[src/dma_transfer_controller_regs.vh]
`ifndef DMA_TRANSFER_CONTROLLER_REGS_VH
`define DMA_TRANSFER_CONTROLLER_REGS_VH

// ---------------------------------------------------------------
// register byte offsets (one aligned 32-bit word each)
// ---------------------------------------------------------------
`define REG_CONTROL_OFS   5'h00
`define REG_SOURCE_OFS    5'h04
`define REG_DEST_OFS      5'h08
`define REG_COUNT_OFS     5'h0C
`define REG_STATUS_OFS    5'h10
`define REG_MASK_OFS      5'h14

// ---------------------------------------------------------------
// control register fields
// ---------------------------------------------------------------
`define CTL_START_BIT     0
`define CTL_SRC_DEC_BIT   1
`define CTL_DST_DEC_BIT   2
`define CTL_PRIO_LSB      3
`define CTL_PRIO_MSB      4

// ---------------------------------------------------------------
// status and mask fields (same layout)
// ---------------------------------------------------------------
`define STAT_DONE_BIT     0
`define STAT_BUSY_BIT     1

// ---------------------------------------------------------------
// priority option encodings
// ---------------------------------------------------------------
`define PRIO_CPU_FIRST    2'h0
`define PRIO_DMA_FIRST    2'h1
`define PRIO_ROTATE       2'h2

// ---------------------------------------------------------------
// reset values
// ---------------------------------------------------------------
`define CONTROL_RESET     32'h00000000
`define MASK_RESET        32'h00000000
`define READ_ZERO         32'h00000000

`endif

[src/dma_transfer_controller.v]
// Summary of operation
// - read source word, then write it to destination
// - step both addresses up or down per transfer
// - transfer back to back until counter reaches 0
// - maskable interrupt raised when counter reaches zero
// - transfers use own dedicated address/data bus
// - peripheral registers treated like any memory word
// - option one, cpu always wins contested resource
// - option two, controller always wins contested resource
// - option three, rotate grants, cpu served first
`timescale 1ns/100ps
`default_nettype none
`include "dma_transfer_controller_regs.vh"

module dma_transfer_controller #(
  parameter ADDR_WIDTH  = 24,
  parameter DATA_WIDTH  = 32,
  parameter COUNT_WIDTH = 24
) (
  input  wire                  mclk,
  input  wire                  reset_n,
  // register slave, avalon-mm
  input  wire [4:0]            avs_address,
  input  wire                  avs_read,
  input  wire                  avs_write,
  input  wire [31:0]           avs_writedata,
  input  wire [3:0]            avs_byteenable,
  output reg  [31:0]           avs_readdata,
  output reg                   avs_waitrequest,
  // dedicated transfer bus, avalon-mm master
  output reg  [ADDR_WIDTH-1:0] dma_address,
  output reg                   dma_read,
  output reg                   dma_write,
  output reg  [DATA_WIDTH-1:0] dma_writedata,
  input  wire [DATA_WIDTH-1:0] dma_readdata,
  input  wire                  dma_waitrequest,
  // shared resource arbitration against the cpu
  input  wire                  cpu_req,
  output reg                   cpu_gnt,
  // interrupt to the cpu
  output reg                   irq
);

  // ---------------------------------------------------------------
  // local constants
  // ---------------------------------------------------------------
  localparam [1:0] S_IDLE  = 2'h0;
  localparam [1:0] S_READ  = 2'h1;
  localparam [1:0] S_WRITE = 2'h2;

  localparam [1:0] OWN_NONE = 2'h0;
  localparam [1:0] OWN_CPU  = 2'h1;
  localparam [1:0] OWN_DMA  = 2'h2;

  localparam [ADDR_WIDTH-1:0]  ADDR_ONE  = {{(ADDR_WIDTH-1){1'b0}}, 1'b1};
  localparam [COUNT_WIDTH-1:0] COUNT_ONE = {{(COUNT_WIDTH-1){1'b0}}, 1'b1};
  localparam [COUNT_WIDTH-1:0] COUNT_ZERO = {COUNT_WIDTH{1'b0}};

  // ---------------------------------------------------------------
  // functions
  // ---------------------------------------------------------------
  // byte-lane merge of a bus write into a 32-bit word
  function [31:0] merge_bytes;
    input [31:0] old_val;
    input [31:0] new_val;
    input [3:0]  be;
    integer i;
    begin
      merge_bytes = old_val;
      for (i = 0; i < 4; i = i + 1) begin
        if (be[i]) begin
          merge_bytes[i*8 +: 8] = new_val[i*8 +: 8];
        end
      end
    end
  endfunction

  // address step, up or down by one word
  function [ADDR_WIDTH-1:0] step_addr;
    input [ADDR_WIDTH-1:0] a;
    input                  dec;
    begin
      if (dec) begin
        step_addr = a - ADDR_ONE;
      end else begin
        step_addr = a + ADDR_ONE;
      end
    end
  endfunction

  // ---------------------------------------------------------------
  // state
  // ---------------------------------------------------------------
  reg [31:0]            control_reg;
  reg [ADDR_WIDTH-1:0]  source_reg;
  reg [ADDR_WIDTH-1:0]  dest_reg;
  reg [COUNT_WIDTH-1:0] count_reg;
  reg                   done_reg;
  reg [1:0]             mask_reg;
  reg [1:0]             state_reg;
  reg [DATA_WIDTH-1:0]  data_reg;
  reg [1:0]             owner_reg;
  reg                   last_dma_reg;
  reg                   start_pulse_reg;

  wire                  busy      = (state_reg != S_IDLE);
  wire [1:0]            prio_mode = control_reg[`CTL_PRIO_MSB:`CTL_PRIO_LSB];
  wire                  src_dec   = control_reg[`CTL_SRC_DEC_BIT];
  wire                  dst_dec   = control_reg[`CTL_DST_DEC_BIT];
  wire [1:0]            status_w  = {busy, done_reg};

  // ---------------------------------------------------------------
  // register slave decode
  // ---------------------------------------------------------------
  // one wait cycle: readdata is captured on the first edge and the
  // access completes on the second, so readdata comes from a flop
  wire acc_now = (avs_read | avs_write) & ~avs_waitrequest;
  wire wr_now  = avs_write & ~avs_waitrequest;
  wire wr_ctl  = wr_now & (avs_address == `REG_CONTROL_OFS);
  wire wr_src  = wr_now & (avs_address == `REG_SOURCE_OFS);
  wire wr_dst  = wr_now & (avs_address == `REG_DEST_OFS);
  wire wr_cnt  = wr_now & (avs_address == `REG_COUNT_OFS);
  wire wr_stat = wr_now & (avs_address == `REG_STATUS_OFS);
  wire wr_mask = wr_now & (avs_address == `REG_MASK_OFS);

  reg [31:0] read_mux;
  reg [31:0] ctl_merged;
  reg [31:0] src_merged;
  reg [31:0] dst_merged;
  reg [31:0] cnt_merged;

  // read multiplexer; unmapped offsets read as zero
  always @* begin
    read_mux = `READ_ZERO;
    case (avs_address)
      `REG_CONTROL_OFS: read_mux = control_reg;
      `REG_SOURCE_OFS:  read_mux[ADDR_WIDTH-1:0] = source_reg;
      `REG_DEST_OFS:    read_mux[ADDR_WIDTH-1:0] = dest_reg;
      `REG_COUNT_OFS:   read_mux[COUNT_WIDTH-1:0] = count_reg;
      `REG_STATUS_OFS:  read_mux[1:0] = status_w;
      `REG_MASK_OFS:    read_mux[1:0] = mask_reg;
      default:          read_mux = `READ_ZERO;
    endcase
  end

  // byte-merged write values for the wide registers
  always @* begin
    src_merged = `READ_ZERO;
    dst_merged = `READ_ZERO;
    cnt_merged = `READ_ZERO;
    src_merged[ADDR_WIDTH-1:0] = source_reg;
    dst_merged[ADDR_WIDTH-1:0] = dest_reg;
    cnt_merged[COUNT_WIDTH-1:0] = count_reg;
    ctl_merged = merge_bytes(control_reg, avs_writedata, avs_byteenable);
    src_merged = merge_bytes(src_merged, avs_writedata, avs_byteenable);
    dst_merged = merge_bytes(dst_merged, avs_writedata, avs_byteenable);
    cnt_merged = merge_bytes(cnt_merged, avs_writedata, avs_byteenable);
  end

  // handshake and readdata capture
  always @(posedge mclk or negedge reset_n) begin
    if (!reset_n) begin
      avs_waitrequest <= 1'b1;
      avs_readdata    <= `READ_ZERO;
    end else begin
      if (acc_now) begin
        avs_waitrequest <= 1'b1;
      end else if (avs_read | avs_write) begin
        avs_waitrequest <= 1'b0;
        avs_readdata    <= read_mux;
      end
    end
  end

  // ---------------------------------------------------------------
  // control, mask and status registers
  // ---------------------------------------------------------------
  // start is self-clearing and ignored while a block is running
  always @(posedge mclk or negedge reset_n) begin
    if (!reset_n) begin
      control_reg     <= `CONTROL_RESET;
      mask_reg        <= 2'h0;
      start_pulse_reg <= 1'b0;
    end else begin
      start_pulse_reg <= 1'b0;
      if (wr_ctl) begin
        control_reg <= {27'h0, ctl_merged[4:1], 1'b0};
        start_pulse_reg <= ctl_merged[`CTL_START_BIT] & ~busy;
      end
      if (wr_mask & avs_byteenable[0]) begin
        mask_reg <= avs_writedata[1:0];
      end
    end
  end

  // done is sticky, write one clears, a new completion wins
  wire done_set = (state_reg == S_WRITE) & dma_write & ~dma_waitrequest &
                  (count_reg == COUNT_ONE);
  wire zero_set = start_pulse_reg & (count_reg == COUNT_ZERO);
  wire done_clr = wr_stat & avs_byteenable[0] &
                  avs_writedata[`STAT_DONE_BIT];

  always @(posedge mclk or negedge reset_n) begin
    if (!reset_n) begin
      done_reg <= 1'b0;
    end else begin
      done_reg <= (done_reg & ~done_clr) | done_set | zero_set;
    end
  end

  // level interrupt: done gated by its mask bit
  always @(posedge mclk or negedge reset_n) begin
    if (!reset_n) begin
      irq <= 1'b0;
    end else begin
      irq <= ((done_reg & ~done_clr) | done_set | zero_set) &
             mask_reg[`STAT_DONE_BIT];
    end
  end

  // ---------------------------------------------------------------
  // shared resource arbiter
  // ---------------------------------------------------------------
  // ownership only changes when the owner has no access open, so a
  // started access is never cut in half by a grant change
  wire dma_want = (state_reg == S_READ) | (state_reg == S_WRITE);
  wire dma_open = dma_read | dma_write;
  reg  [1:0] owner_next;
  // launch only if the resource is kept at this edge too, else a cpu
  // grant and a fresh access would overlap for one cycle
  wire dma_gnt  = (owner_reg == OWN_DMA) & (owner_next == OWN_DMA);

  always @* begin
    owner_next = owner_reg;
    if ((owner_reg == OWN_NONE) ||
        (owner_reg == OWN_CPU && !cpu_req) ||
        (owner_reg == OWN_DMA && !dma_open)) begin
      if (cpu_req && dma_want) begin
        case (prio_mode)
          `PRIO_CPU_FIRST: owner_next = OWN_CPU;
          `PRIO_DMA_FIRST: owner_next = OWN_DMA;
          `PRIO_ROTATE:    owner_next = last_dma_reg ? OWN_CPU
                                                     : OWN_DMA;
          default:         owner_next = OWN_CPU;
        endcase
      end else if (cpu_req) begin
        owner_next = OWN_CPU;
      end else if (dma_want && !(owner_reg == OWN_DMA && !dma_open &&
                                 state_reg == S_IDLE)) begin
        owner_next = OWN_DMA;
      end else begin
        owner_next = OWN_NONE;
      end
    end
  end

  // last_dma starts high, and is set again at each start, so the cpu
  // takes the first contested grant of every rotating block
  always @(posedge mclk or negedge reset_n) begin
    if (!reset_n) begin
      owner_reg    <= OWN_NONE;
      last_dma_reg <= 1'b1;
      cpu_gnt      <= 1'b0;
    end else begin
      owner_reg <= owner_next;
      cpu_gnt   <= (owner_next == OWN_CPU);
      if (owner_next != owner_reg && owner_next != OWN_NONE) begin
        last_dma_reg <= (owner_next == OWN_DMA);
      end else if (start_pulse_reg) begin
        last_dma_reg <= 1'b1;
      end
    end
  end

  // ---------------------------------------------------------------
  // transfer engine
  // ---------------------------------------------------------------
  // address and count registers are locked while busy, so a stray
  // software write cannot tear a running block
  always @(posedge mclk or negedge reset_n) begin
    if (!reset_n) begin
      state_reg     <= S_IDLE;
      source_reg    <= {ADDR_WIDTH{1'b0}};
      dest_reg      <= {ADDR_WIDTH{1'b0}};
      count_reg     <= COUNT_ZERO;
      data_reg      <= {DATA_WIDTH{1'b0}};
      dma_address   <= {ADDR_WIDTH{1'b0}};
      dma_read      <= 1'b0;
      dma_write     <= 1'b0;
      dma_writedata <= {DATA_WIDTH{1'b0}};
    end else begin
      case (state_reg)
        S_IDLE: begin
          if (wr_src) begin
            source_reg <= src_merged[ADDR_WIDTH-1:0];
          end
          if (wr_dst) begin
            dest_reg <= dst_merged[ADDR_WIDTH-1:0];
          end
          if (wr_cnt) begin
            count_reg <= cnt_merged[COUNT_WIDTH-1:0];
          end
          if (start_pulse_reg && count_reg != COUNT_ZERO) begin
            state_reg <= S_READ;
          end
        end
        S_READ: begin
          // any address is legal, peripherals included
          if (dma_read && !dma_waitrequest) begin
            dma_read  <= 1'b0;
            data_reg  <= dma_readdata;
            state_reg <= S_WRITE;
          end else if (!dma_read && dma_gnt) begin
            dma_address <= source_reg;
            dma_read    <= 1'b1;
          end
        end
        S_WRITE: begin
          if (dma_write && !dma_waitrequest) begin
            dma_write  <= 1'b0;
            source_reg <= step_addr(source_reg, src_dec);
            dest_reg   <= step_addr(dest_reg, dst_dec);
            count_reg  <= count_reg - COUNT_ONE;
            if (count_reg == COUNT_ONE) begin
              state_reg <= S_IDLE;
            end else begin
              state_reg <= S_READ;
            end
          end else if (!dma_write && dma_gnt) begin
            dma_address   <= dest_reg;
            dma_writedata <= data_reg;
            dma_write     <= 1'b1;
          end
        end
        default: begin
          state_reg <= S_IDLE;
          dma_read  <= 1'b0;
          dma_write <= 1'b0;
        end
      endcase
    end
  end

endmodule
`default_nettype wire

[config.mk]
export PLATFORM = sky130hd
export DESIGN_NAME = dma_transfer_controller
export DESIGN_NICKNAME = d
export VERILOG_FILES = /design/src/dma_transfer_controller.v
export VERILOG_INCLUDE_DIRS = /design/src
export SDC_FILE = /design/constraint.sdc
export NUM_CORES = 1
export LEC_CHECK = 0
export BUFFER_PORTS_ARGS = -buffer_cell sky130_fd_sc_hd__buf_2
export CORE_ASPECT_RATIO = 1.4
export CORE_UTILIZATION = 30
export CTS_CLUSTER_DIAMETER = 200
export CTS_CLUSTER_SIZE = 10
export DETAILED_ROUTE_END_ITERATION = 6
export SLEW_MARGIN = 30
export SYNTH_ARGS = -nofsm -noshare
export SYNTH_HDL_FRONTEND = slang
export SYNTH_SLANG_ARGS = --single-unit
[constraint.sdc]
create_clock -name mclk -period 3.95 [get_ports mclk]
set_input_delay 0.1975 -clock mclk [delete_from_list [all_inputs] [get_ports mclk]]
set_output_delay 0.1975 -clock mclk [all_outputs]
set_load 0.01 [all_outputs]
## Word-level counts from Yosys, hierarchy flattened

Cells that the tools add are included.

- Memories kept: 0
- Bits in read-only memories: 0
- Bits in registers: 202
- Memory bits (writable): 0
- Input port bits: 79
- Bits in latches: 0

- Reduce and logical (&&, ||, !) cells: 49
- Equality and inequality tests: 30
- Shift operators: 0
- Multiply operators: 0
- Divide/modulo/power cells: 0
- Magnitude comparators: 0
- $add $sub $neg: 5
- Bitwise gates (word level): 32
- Mux-type cells: 44

Operator list:

| cell | count |
|---|---|
| 24-bit 2-to-1 mux | 12 |
| 24-bit case mux with 2 select lines | 4 |
| 22-bit case mux with 4 select lines | 1 |
| 24-bit by 1-bit subtractor with 24-bit output, second input constant | 3 |
| 24-bit by 1-bit adder with 24-bit output, second input constant | 2 |
| 4-bit AND reduction | 9 |
| 24-bit by 1-bit equality test with 1-bit output, second input constant | 1 |
| 24-bit logical NOT | 1 |
| 8-bit 2-to-1 mux | 3 |
| 24-bit nonzero test | 1 |
| 1-bit bitwise AND | 19 |
| 2-bit 2-to-1 mux | 8 |
| 2-bit != test, second input constant | 8 |
| 2-bit case mux with 6 select lines | 1 |
| 2-bit nonzero test | 6 |
| 1-bit logical AND | 11 |
| 1-bit 2-to-1 mux | 11 |
| 5-bit by 4-bit equality test with 1-bit output, second input constant | 2 |
| 5-bit equality test, second input constant | 2 |
| 2-bit by 1-bit != test with 1-bit output, second input constant | 5 |
| 2-bit AND reduction | 5 |
| 2-bit by 1-bit equality test with 1-bit output, second input constant | 4 |
| 2-bit equality test, second input constant | 4 |
| 1-bit NOT | 8 |
| other kinds (14) | 29 |

## Longest topological paths before layout

- Depth in word-level cells: 16
- Depth in mapped cells: 12

## Least setup slack after synthesis

Ideal clock, no wire load.

- Path kind: reg2reg
- Start: register control_reg[1]
- End: register source_reg[23]
- Path slack: 0.898 ns
- Path buffers: 1
- Arrival time: 2.918 ns
- Setup time: 0.134 ns
- Data required time: 3.816 ns
- Stages on the path, launching flop included: 12
- Clock period less this slack: 3.052 ns
- Cell sequence: dfrtp_1 ha_1 buf_2 o211ai_2 nor3_2 nand3_1 a2bb2oi_2 o21a_1 or4_4 a311o_1 a21oi_1 a211oi_1

- Word-level cells in the longest chain between the ends: 3

Ends and longest elaborated chain:

| what | line | source |
|---|---|---|
| start, declared | dma_transfer_controller.v:94 | `reg [31:0] control_reg;` |
| start signal, assigned | dma_transfer_controller.v:181 | `` control_reg <= `CONTROL_RESET; `` |
| start signal, assigned | dma_transfer_controller.v:187 | `control_reg <= {27'h0, ctl_merged[4:1], 1'b0};` |
| 24-bit 2-to-1 mux | dma_transfer_controller.v:83 | `if (dec) begin` |
| 24-bit 2-to-1 mux | dma_transfer_controller.v:319 | `if (dma_write && !dma_waitrequest) begin` |
| 24-bit case mux with 2 select lines | dma_transfer_controller.v:292 | `case (state_reg)` |
| end signal, assigned | dma_transfer_controller.v:283 | `source_reg <= {ADDR_WIDTH{1'b0}};` |
| end signal, assigned | dma_transfer_controller.v:295 | `source_reg <= src_merged[ADDR_WIDTH-1:0];` |
| end signal, assigned | dma_transfer_controller.v:321 | `source_reg <= step_addr(source_reg, src_dec);` |
| end, declared | dma_transfer_controller.v:95 | `reg [ADDR_WIDTH-1:0] source_reg;` |

No other way between the ends. The select of a mux whose other input is x is not followed.
A chain may end at the register's enable or synchronous reset.

## Worst setup path after layout

- Start: register control_reg[2]
- End: register dest_reg[22]

- Word-level cells in the longest chain between the ends: 3

Ends and longest elaborated chain:

| what | line | source |
|---|---|---|
| 24-bit 2-to-1 mux | dma_transfer_controller.v:83 |  |
| 24-bit 2-to-1 mux | dma_transfer_controller.v:319 |  |
| 24-bit case mux with 2 select lines | dma_transfer_controller.v:292 |  |
| end signal, assigned | dma_transfer_controller.v:284 | `dest_reg <= {ADDR_WIDTH{1'b0}};` |
| end signal, assigned | dma_transfer_controller.v:298 | `dest_reg <= dst_merged[ADDR_WIDTH-1:0];` |
| end signal, assigned | dma_transfer_controller.v:322 | `dest_reg <= step_addr(dest_reg, dst_dec);` |
| end, declared | dma_transfer_controller.v:96 | `reg [ADDR_WIDTH-1:0] dest_reg;` |

No other way between the ends. The select of a mux whose other input is x is not followed.

==> run_results.csv <==
group,metric,value,unit
yosys,netlist_instances,1269,
route,post_drt_wl_per_cell,18.0,µm
power,p_leak,6.78,nW
yosys,synth_edf_count,0,
finish,n_fill_cell,3904,
route,wl_met2,18.1,mm
floorplanning,dieArea,40100,µm²
route,dr.max_layer_used,"met5",
worst_setup_path,crit_type,"reg -> reg",
cts,htreeDepth,1,
sta,setup-tns-final,0,ns
floorplanning,ioPinCount,172,
yosys,avgSynthCellArea,9.28,µm²
route,routed_wirelength,35.6,mm
finish,finalNetCount,1585,
finish,area_growth,20.9,%
outcome,status,"finished, final reports clean",
sta,fin_skew,0.0261,ns
cts,cts.root.buffer_cell,"clkbuf_16",
finish,drive_gt1_share,19.8,%
global_route,grt_antenna_before_repair,1,
global_route,grt_pass1_wl,55.6,mm
global_route,grt_overflow,0,
cts,cts_buffer_depth,3,
floorplanning,dieHeight,236,µm
global_route,grt_pass1_vias,10300,
worst_setup_path,cp_max_fo,15,
placement,dp_hpwl,25.6,mm
finish,multiInputGateArea,6340,µm²
worst_setup_path,cp-start-kind,"register",
yosys,synth_area,11800,µm²
route,avgViaCountPerCell,5.13,
sta,slew_headroom,34.0,%
yosys,ys_seq_area_share,42.9,%
route,postRouteAntennaNets,0,
cts,clock_sinks,202,
sta,drv_slew,0,
placement,gp_congestion,0.876,
route,met1Wirelength,14.3,mm
cts,post-cts-setup-buffers,0,
yosys,yosys_warnings,0,
yosys,synth.ff_latch_count,202,
power,ir_drop,0.297,mV
route,dr_total_vias,10200,
sta,period_share,85.8,%
worst_setup_path,cp-end-kind,"register",
cts,cts_buffers,24,
floorplanning,coreArea,38600,µm²
cts,clkTransAtPathRegs,0.07,ns
finish,seq_area,5060,µm²
worst_setup_path,critPathArrivalTime,3.78,ns
sta,period_needed,3.39,ns
cts,cts_resized,0,
floorplanning,start_util,30.5,%
sta,setup_violations,0,
floorplanning,die-width,169,µm
finish,diodes,0,
power,cellPowerDensity,619,nW/µm²
sta,rsz0062_at_grt,"false",
min_path,hp-class,"in -> reg",
route,wl_met3,1.83,mm
global_route,grtUsageTotal,17.7,%
sta,clock.fmax,0.295,GHz
yosys,synth.distinct_cells,73,
route,firstDrtPassIters,5,
yosys,async_reset_ff_share,100,%
cts,holdBufCountCts,42,
cts,cts_tree,"yes",
yosys,synth_ff_type,"dfrtp_1",
global_route,grt_max_degree,117,
placement,port_buffers,154,
sta,final-hold-violation-count,0,
finish,finalCoreUtilization,36.9,%
floorplanning,num_rows,85,
route,post-route-drc-count,0,
worst_setup_path,cp.required,4.34,ns
cts,clock_latency,0.54,ns
sta,tightest_slew,0.991,ns
flow_run,max-cap-violations,0,
route,drt_iter0_drc,601,
area by class of cell:
class | instances | area share (%)
well taps | 522 | 4.59
clock buffers | 34 | 4.63
multi-input cells | 970 | 44.5
flip-flops and latches | 202 | 35.5
repair buffers | 215 | 9.67
clock inverters | 1 | 0.0615
inverters | 38 | 1.00
through the flow:
stage | std cells | setup WS (ns) | hold slack [ns] | instance area [µm²] | power (mW)
finish | 1982 | 0.559 | 0.0163 | 14200 | 8.81
global route | 1982 | 0.286 | 0.0413 | 14200 | 9.44
CTS | 1981 | 0.582 | 0.00300 | 14200 | 8.89
detailed placement | 1904 | 0.600 | 0.431 | 13100 | 6.79
global placement | 1904 | 0.598 | 0.417 | 13100 | 6.68
floorplan | 1276 | 0.898 | -0.0981 | 11800 | 5.61
cell usage in the layout, fill, tap and decap left out, drive strengths merged, types with 5 or more instances in the layout:
| master | n |
|---|---|
| o211ai | 10 |
| a211oi | 10 |
| a21oi | 147 |
| nand3b | 6 |
| and2 | 8 |
| o21a | 12 |
| o22ai | 6 |
| xor2 | 8 |
| nor2b | 26 |
| xnor2 | 23 |
| inv | 39 |
| ha | 53 |
| dfrtp | 200 |
| nand2b | 6 |
| nand3 | 16 |
| a21o | 19 |
| o21bai | 5 |
| buf | 173 |
| a31oi | 18 |
| nand4 | 5 |
| and3 | 11 |
| nor2 | 112 |
| a221oi | 5 |
| nor3 | 24 |
| nand2 | 123 |
| or3 | 6 |
| mux2i | 52 |
| conb | 8 |
| nor4 | 5 |
| clkbuf | 34 |
| mux2 | 72 |
| o21ai | 127 |
| dlygate4sd3 | 42 |
routing by layer:
| metal | GRT usage (%) | vias up |
|---|---|---|
| met2 | 32.0 | 306 |
| met3 | 2.57 | 74 |
| met1 | 20.3 | 4895 |
| met5 | 0 | - |
| met4 | 7.81 | 2 |
| li1 | - | 4891 |
final timing paths:
kind	startpoint	end	slack, ns	cells past startpoint
worst min-delay path	avs_writedata[13]	count_reg[13]$_DFFE_PN0P_	0.02	3
worst max-delay path	control_reg[2]$_DFFE_PN0P_	dest_reg[22]$_DFFE_PN0P_	0.56	10
worst max register to register	control_reg[2]$_DFFE_PN0P_	dest_reg[22]$_DFFE_PN0P_	0.56	10
max in group asynchronous	reset_n	last_dma_reg$_DFFE_PN1P_	2.69	4
min in group asynchronous	reset_n	dma_writedata[28]$_DFFE_PN0P_	0.18	2
worst min register to register	avs_readdata[2]$_DFFE_PN0P_	avs_readdata[2]$_DFFE_PN0P_	0.47	2
report_power, final:
group          internal (mW)  switching [mW]  total [mW]
sequential              2.70           0.649        3.35
clock                   1.14           0.877        2.02
combinational           1.37            2.08        3.45
critical path, stage by stage (launching register included):
cell and delay [ns]:
dfrtp_1 0.74, ha_1 0.40, a21o_1 0.20, a21oi_1 0.14, nor2b_1 0.08, or4_1 0.43
o2111ai_1 0.50, a21oi_1 0.18, o22ai_1 0.25, mux2i_1 0.21, o211ai_1 0.09
synthesized netlist by cell type (12+ instances only):
library cell  instances  area [µm²]
a21o_1               19         143
a21oi_1             147         736
a31oi_1              18         113
buf_1                12        45.0
clkbuf_1             44         165
dfrtp_1             200        5000
ha_1                 53         663
inv_1                38         143
mux2_2               71         800
mux2i_1              52         521
nand2_1             123         462
nand3_1              16        80.1
nor2_1              112         420
nor2b_1              26         163
nor3_1               23         115
o21a_1               12        90.1
o21ai_0             124         621
xnor2_1              23         201
cell families (layout without fill, tap and decap cells):
| group | after synthesis | in the layout | share of synthesized area [%] |
|---|---|---|---|
| buffers and inverters | 104 | 288 | 3.59 |
| muxes | 124 | 124 | 11.3 |
| DFF | 202 | 202 | 42.9 |
| adders and majority gates | 55 | 55 | 5.97 |
| xor gates and xnor gates | 31 | 31 | 2.31 |
| other | 1 | 8 | 0.0318 |
| AOI/OAI and AO/OA | 394 | 394 | 19.6 |
| and+or+nand+nor | 358 | 358 | 14.3 |
(Power assumes the default switching activity.)
